[src/logic/rtpwm_pkg.sv]
// Shared constants, types and helpers of the ratiometric temperature PWM output
package rtpwm_pkg;

  // ****************************************************************
  // Timing
  // ****************************************************************
  localparam int unsigned CLK_NS       = 4;
  localparam int unsigned REQ_MIN_NS   = 20;
  // Strictly longer than the minimum, so one extra cycle
  localparam int unsigned REQ_MIN_CYC  = REQ_MIN_NS / CLK_NS + 1;
  localparam int unsigned TICK_NS      = 1000;
  localparam int unsigned TICK_CYC_DEF = TICK_NS / CLK_NS;
  localparam int unsigned TIME_W       = 18;
  localparam int unsigned TICK_W       = 16;
  localparam int unsigned REQ_W        = 4;
  localparam logic [TIME_W-1:0] TH_NOM_US_DEF = 18'h084d0;  // 34000 us
  localparam logic [TIME_W-1:0] TL_NOM_US_DEF = 18'h0fde8;  // 65000 us
  localparam logic [TIME_W-1:0] PERIOD_NOM_US = 18'h182b8;  // 99000 us

  // ****************************************************************
  // Types
  // ****************************************************************
  typedef enum logic [1:0] {LVL_LOW, LVL_FLOAT, LVL_HIGH} rtpwm_lvl_t;
  typedef enum logic [1:0] {MODE_ONESHOT, MODE_CONT, MODE_CHAIN} rtpwm_mode_t;
  typedef enum logic [1:0] {RATE_QUARTER, RATE_NOMINAL, RATE_DBL_HIGH} rtpwm_rate_t;
  typedef enum logic [1:0] {ST_STRAP, ST_IDLE, ST_HIGH, ST_LOW} rtpwm_st_t;

  typedef struct packed {
    logic level;
    logic oe;
    logic series_res;
  } rtpwm_line_t;

  typedef struct packed {
    rtpwm_st_t          fsm;
    rtpwm_mode_t        mode;
    rtpwm_rate_t        rate;
    logic [TICK_W-1:0]  tick_cnt;
    logic [TIME_W-1:0]  time_cnt;
    logic [TIME_W-1:0]  phase_len;
    logic [REQ_W-1:0]   req_cnt;
    logic               req_armed;
    rtpwm_line_t        line;
  } rtpwm_state_t;

  localparam rtpwm_line_t  RST_LINE  = '{level: 1'b0, oe: 1'b0, series_res: 1'b0};
  localparam rtpwm_state_t RST_STATE = '{fsm: ST_STRAP, mode: MODE_CONT, rate: RATE_NOMINAL,
                                         tick_cnt: '0, time_cnt: '0, phase_len: '0,
                                         req_cnt: '0, req_armed: 1'b0, line: RST_LINE};

  // ****************************************************************
  // Rate scaling
  // ****************************************************************
  function automatic logic [TIME_W-1:0] rtpwm_scale_high(rtpwm_rate_t r, logic [TIME_W-1:0] t);
    logic [TIME_W-1:0] v;
    v = t;
    unique case (r)
      RATE_QUARTER:  v = t >> 2;
      RATE_NOMINAL:  v = t;
      RATE_DBL_HIGH: v = {t[TIME_W-2:0], 1'b0};
    endcase
    return (v == '0) ? {{(TIME_W-1){1'b0}}, 1'b1} : v;
  endfunction

  function automatic logic [TIME_W-1:0] rtpwm_scale_low(rtpwm_rate_t r, logic [TIME_W-1:0] t);
    logic [TIME_W-1:0] v;
    v = (r == RATE_NOMINAL) ? t : (t >> 2);
    return (v == '0) ? {{(TIME_W-1){1'b0}}, 1'b1} : v;
  endfunction

endpackage

[src/logic/rtpwm_output.sv]
// Output waveform logic of a ratiometric PWM temperature sensor
// Function
// High time fixed, low time follows the measured temperature.
// Nominal rate at 25 C gives about 99 ms period.
// Mode strap sampled once: low one shot, float continuous, high chain.
// Continuous mode emits waveforms back to back without requests.
// Rate strap captured once at power-up, later changes ignored.
// One shot mode gives one waveform per request, else idle.
// Controller requests by pulling the line low then releasing it.
// Requests last over 20 ns; shorter low pulses are ignored.
// Waveform starts after release, first rising edge follows it.
// One shot mode switches series resistance into high-side driver.
// Rate strap scales high and low times: quarter, nominal, double/quarter.
// Controller times high and following low with one clock, uses ratio.
// Low or float rate: temperature is 421 minus 751 times ratio.
// Controller picks its formula by rate setting.
// Chain mode uses the rate pin as the chain input.
// Each cycle is high interval first, then low interval.
`timescale 1ns/1ps

module rtpwm_output
  import rtpwm_pkg::*;
#(
  parameter logic [TIME_W-1:0] TH_NOM_US = TH_NOM_US_DEF,
  parameter int unsigned       TICK_CYC  = TICK_CYC_DEF
) (
  input  wire logic              clk_i,
  input  wire logic              rstn_i,
  input  wire rtpwm_lvl_t        mode_select_pin_i,
  input  wire rtpwm_lvl_t        rate_select_chain_input_pin_i,
  input  wire logic [TIME_W-1:0] low_time_us_i,
  input  wire logic              out_i,
  output logic                   out_o,
  output logic                   out_oe_o,
  output logic                   series_res_en_o,
  output logic                   busy_o
);

  localparam logic [TICK_W-1:0] TICK_LAST = TICK_W'(TICK_CYC - 1);
  localparam logic [REQ_W-1:0]  REQ_LAST  = REQ_W'(REQ_MIN_CYC - 1);

  rtpwm_state_t st_reg;
  rtpwm_state_t st_next;
  logic         tick;
  logic         phase_done;
  logic         req_low;

  // ****************************************************************
  // Next state
  // ****************************************************************
  assign tick       = (st_reg.tick_cnt == TICK_LAST);
  assign phase_done = tick && (st_reg.time_cnt == st_reg.phase_len - 1'b1);
  // In chain mode the rate pin carries the start pulse instead
  assign req_low    = (st_reg.mode == MODE_CHAIN) ?
                      (rate_select_chain_input_pin_i == LVL_LOW) : !out_i;

  always_comb begin
    st_next = st_reg;
    st_next.tick_cnt = tick ? '0 : st_reg.tick_cnt + 1'b1;
    unique case (st_reg.fsm)
      ST_STRAP: begin
        unique case (mode_select_pin_i)
          LVL_LOW:   st_next.mode = MODE_ONESHOT;
          LVL_FLOAT: st_next.mode = MODE_CONT;
          default:   st_next.mode = MODE_CHAIN;
        endcase
        unique case (rate_select_chain_input_pin_i)
          LVL_LOW:   st_next.rate = RATE_QUARTER;
          LVL_FLOAT: st_next.rate = RATE_NOMINAL;
          default:   st_next.rate = RATE_DBL_HIGH;
        endcase
        if (mode_select_pin_i == LVL_HIGH) begin
          st_next.rate = RATE_NOMINAL;
        end
        if (mode_select_pin_i == LVL_FLOAT) begin
          st_next.fsm       = ST_HIGH;
          st_next.tick_cnt  = '0;
          st_next.time_cnt  = '0;
          st_next.phase_len = rtpwm_scale_high(st_next.rate, TH_NOM_US);
        end else begin
          st_next.fsm = ST_IDLE;
        end
      end
      ST_IDLE: begin
        if (req_low) begin
          // Saturating count of consecutive low samples
          if (st_reg.req_cnt != REQ_LAST) begin
            st_next.req_cnt = st_reg.req_cnt + 1'b1;
          end else begin
            st_next.req_armed = 1'b1;
          end
        end else begin
          st_next.req_cnt   = '0;
          st_next.req_armed = 1'b0;
          if (st_reg.req_armed) begin
            st_next.fsm       = ST_HIGH;
            st_next.tick_cnt  = '0;
            st_next.time_cnt  = '0;
            st_next.phase_len = rtpwm_scale_high(st_reg.rate, TH_NOM_US);
          end
        end
      end
      ST_HIGH: begin
        if (tick) begin
          st_next.time_cnt = st_reg.time_cnt + 1'b1;
        end
        if (phase_done) begin
          // Low time taken from low_time_us_i when the high phase ends
          st_next.fsm       = ST_LOW;
          st_next.time_cnt  = '0;
          st_next.phase_len = rtpwm_scale_low(st_reg.rate, low_time_us_i);
        end
      end
      ST_LOW: begin
        if (tick) begin
          st_next.time_cnt = st_reg.time_cnt + 1'b1;
        end
        if (phase_done) begin
          st_next.time_cnt = '0;
          st_next.req_cnt  = '0;
          if (st_reg.mode == MODE_CONT) begin
            st_next.fsm       = ST_HIGH;
            st_next.phase_len = rtpwm_scale_high(st_reg.rate, TH_NOM_US);
          end else begin
            st_next.fsm = ST_IDLE;
          end
        end
      end
    endcase

    // ****************************************************************
    // Line drive
    // ****************************************************************
    st_next.line.series_res = (st_next.mode == MODE_ONESHOT) && (st_next.fsm != ST_STRAP);
    st_next.line.oe         = (st_next.fsm != ST_STRAP);
    unique case (st_next.fsm)
      ST_STRAP: st_next.line.level = 1'b0;
      ST_HIGH:  st_next.line.level = 1'b1;
      ST_LOW:   st_next.line.level = 1'b0;
      ST_IDLE:  begin
        // One shot idles high through the resistor; chain idles as a buffer
        if (st_next.mode == MODE_CHAIN) begin
          st_next.line.level = (rate_select_chain_input_pin_i != LVL_LOW);
        end else begin
          st_next.line.level = 1'b1;
        end
      end
    endcase
  end

  always_ff @(posedge clk_i or negedge rstn_i) begin
    if (!rstn_i) begin
      st_reg <= RST_STATE;
    end else begin
      st_reg <= st_next;
    end
  end

  assign out_o           = st_reg.line.level;
  assign out_oe_o        = st_reg.line.oe;
  assign series_res_en_o = st_reg.line.series_res;
  assign busy_o          = (st_reg.fsm == ST_HIGH) || (st_reg.fsm == ST_LOW);

  // Cycle count within the current phase, for length checks
  logic [31:0] phase_cyc;
  logic [TIME_W-1:0] high_expect;
  always_ff @(posedge clk_i or negedge rstn_i) begin
    if (!rstn_i) begin
      phase_cyc <= '0;
    end else if (st_reg.fsm != st_next.fsm) begin
      phase_cyc <= '0;
    end else begin
      phase_cyc <= phase_cyc + 1'b1;
    end
  end
  assign high_expect = rtpwm_scale_high(st_reg.rate, TH_NOM_US);
endmodule // rtpwm_output

[config.mk]
export PLATFORM = sky130hd
export DESIGN_NAME = rtpwm_output
export DESIGN_NICKNAME = d
export VERILOG_FILES = /design/src/logic/rtpwm_pkg.sv /design/src/logic/rtpwm_output.sv
export SDC_FILE = /design/constraint.sdc
export NUM_CORES = 1
export LEC_CHECK = 0
export BUFFER_PORTS_ARGS = -buffer_cell sky130_fd_sc_hd__buf_2
export CAP_MARGIN = 15
export CORE_MARGIN = 10
export CORE_UTILIZATION = 38
export DETAILED_ROUTE_END_ITERATION = 12
export GPL_TIMING_DRIVEN = 1
export HOLD_SLACK_MARGIN = 0.12
export PLACE_DENSITY = 0.56
export SYNTH_ARGS = -nofsm -noshare
export SYNTH_HDL_FRONTEND = slang
export SYNTH_SLANG_ARGS = --single-unit
[constraint.sdc]
create_clock -name clk_i -period 9.6 [get_ports clk_i]
set_input_delay 0.48 -clock clk_i [delete_from_list [all_inputs] [get_ports clk_i]]
set_output_delay 0.48 -clock clk_i [all_outputs]
set_load 0.05 [all_outputs]
==> results.toml <==
[global_routing]
grt.total_usage = 0.142
grt_pass1_vias = 3761
antenna_found_initial = 0
grt_pass1_wl_mm = 19.5
grt-ovfl-total = 0
grt_max_degree = 67

[clocking]
post_cts_buffers = 0
post_cts_resize_count = 0
cts_max_level = 3
clockRootBuffer = "clkbuf_16"
cts_buffers = 9
ctsHoldBuffers = 0
clock-sinks = 66
cts_tree = "yes"
path_clk_slew_ps = 60
clk_latency_ps = 330
cts_buffer_depth = 2

[run]
maxCapViolCount = 0

[route]
ant_nets = 0
vias = 3829
vias_per_cell = 5.69
drc = 0
totalWireLength_mm = 11.4
wl_per_cell_um = 16.9
first_pass_iters = 5
drtIter0Drc = 265

[layout]
layout-drive-gt1-share = 0.150
stdcell_count = 673
area_growth_pct = 12.4
post-route-cell-area_mm2 = 0.00516
largest_reg_flops = 63
nets = 562
finalCoreUtilization = 0.434
antennaDiodeCount = 0

[logic_synthesis]
synth.distinct_cells = 64
synth_edf_count = 0
ys_seq_elements = 66
ys_warn_count = 0
synth_nets = 541
async_flop_share = 1.00
yosysTopAreaCell = "dfrtp_1"
synth_sequential_area_ratio = 0.360
ys.flop_type = "dfrtp_1"
synth_top_area_frac = 0.349
synth.area.top_cells = "dfrtp_1 (35%), mux2i_1 (8.1%), ha_1 (4.4%)"
avgSynthCellArea_um2 = 9.19
synth_area_mm2 = 0.00459
synthCells = 500

[die]
coreArea_mm2 = 0.0119
ios = 29
die_x_um = 130
std_cell_rows = 40
dieArea_mm2 = 0.0169
start_util = 0.386
die_y_um = 130

[sta]
rsz0062_at_grt = "no"
hold_viol = 0
setup-tns-final_ps = 0
finalCritPeriodShare = 0.378
timing.fmax_ghz = 0.276
maxSlewHeadroom = 0.434
fin_worst_skew_ps = 10.6
tightest_slew_ps = 849
maxSlewViolCount = 0
final-setup-viol-count = 0
min_period_ps = 3630

[setup_path]
path_class = "reg -> reg"
reg2reg_depth = 12
timing.rr.start = "st_reg[8]"
path_common_cell = "ha_1"
start_kind = "flop"
required_ps = 9850
worstPathArrival_ps = 3870
timing.rr.end = "series_res_en_o"
path_buf_inv = 1
path_cells = "inv_1 > ha_1 > or3b_2 > nor4_4 > xor2_1 > o31ai_1 > o211a_4 > and2_1 > mux2i_1 > o21ai_0 > ha_1 > nor3_1"
path_delay_family = "simple AND/OR/NAND/NOR gates"
cp_slowest_cell = "or3b_2"
critPathCaptureType = "flop"
rrSetupSlack_ps = 5970
slowest_delay_ps = 530
path_max_fanout = 9

[power]
p_leak_uw = 0.00218
switching_share = 0.247
ir_worst_vdd_uv = 85.9
power_frac_clock = 0.498
switchingPower_uw = 169
power_frac_seq = 0.429
p_per_area_mw_per_mm2 = 132
p_int_uw = 516
p_comb_frac = 0.073

[place]
place_inst = 657
gp_congestion = 0.871
place_hpwl_mm = 8.63
place_area_mm2 = 0.00485
numPortBuffers = 28

[worst_hold_path]
hp-class = "in -> async"

[status]
status = "complete, no violations"
[cell type report]
type,count,area [um2]
Timing Repair Buffer,32,170
Multi-Input combinational cell,388,2760
Inverter,24,90.1
Tap cell,147,184
Sequential cell,66,1650
Clock buffer,10,239
Clock inverter,6,72.6
Fill cell,1207,6750
[worst reg2reg max path, stage by stage (launching register included)]
cell	delay, ps
dfrtp_1	450
inv_1	90
ha_1	240
or3b_2	530
nor4_4	240
xor2_1	120
o31ai_1	450
o211a_4	280
and2_1	360
mux2i_1	260
o21ai_0	100
ha_1	240
nor3_1	180
[kinds of logic after synthesis]
logic type | after synthesis | synth area share
mux | 48 | 0.108
xor+xnor | 34 | 0.0648
buf+inv | 46 | 0.0414
simple gates | 203 | 0.247
fa+ha+maj | 16 | 0.0436
flops | 66 | 0.360
compound gates | 87 | 0.136
[cell usage in the layout (no fill, tap or decap), types with 13 or more instances in the layout]
| master | n |
|---|---|
| dfrtp_1 | 64 |
| nor2_1 | 43 |
| nand2_1 | 38 |
| mux2i_1 | 37 |
| buf_2 | 28 |
| a21oi_1 | 26 |
| inv_1 | 24 |
| xor2_1 | 21 |
| nand3_1 | 20 |
| ha_1 | 16 |
| nor3_1 | 14 |
| nand4_1 | 13 |
| or3_1 | 13 |
| xnor2_1 | 13 |
[cell usage after synthesis (all sizes together), types with 3 or more instances]
| master | instances |
|---|---|
| mux2 | 11 |
| nand4 | 13 |
| and2 | 5 |
| a21oi | 27 |
| o2bb2ai | 6 |
| nand3 | 20 |
| mux2i | 37 |
| o211ai | 5 |
| nor3 | 14 |
| xnor2 | 13 |
| o221ai | 4 |
| and3 | 8 |
| dfrtp | 64 |
| nor4 | 15 |
| or4 | 4 |
| xor2 | 21 |
| inv | 24 |
| o21ai | 9 |
| or2 | 4 |
| nand2b | 6 |
| clkbuf | 14 |
| a21boi | 3 |
| or3 | 14 |
| nor2 | 43 |
| nor2b | 5 |
| and4 | 6 |
| buf | 8 |
| ha | 16 |
| nand2 | 38 |
| o32a | 3 |
| a211oi | 5 |
[power by group through the flow]
stage	registers (uW)	clock network, uW	logic (uW)
finish	294	341	49.9
global route	295	364	56.7
CTS	293	350	50.3
detailed placement	298	0	50.1
global placement	298	0	50.0
floorplan	294	0	32.3
[routing by layer]
| layer | track usage | vias to the layer above | share of wire |
|---|---|---|---|
| li1 | - | 1871 | - |
| met1 | 0.190 | 1890 | 0.48 |
| met2 | 0.229 | 54 | 0.48 |
| met3 | 0.0288 | 14 | 0.028 |
| met4 | 0.0331 | 0 | 0.010 |
| met5 | 0 | - | 0 |
[through the flow]
| step | power [uW] | hold slack [ps] | setup WS (ps) |
|---|---|---|---|
| CTS | 694 | 389 | 5980 |
| global route | 715 | 441 | 5590 |
| finish | 684 | 346 | 5970 |
| global placement | 348 | 484 | 6100 |
| floorplan | 327 | 184 | 6410 |
| detailed placement | 348 | 494 | 6010 |
[worst max path at each step]
stage / start / end / slack, ps / cells after the start
floorplan: st_reg[8] / series_res_en_o / 6410 / 13
global placement: st_reg[8] / series_res_en_o / 6100 / 12
detailed placement: st_reg[8] / series_res_en_o / 6010 / 12
CTS: st_reg[8] / series_res_en_o / 5980 / 12
global route: st_reg[15] / series_res_en_o / 5590 / 10
finish: st_reg[8] / series_res_en_o / 5970 / 12
(Power assumes the default switching activity.)
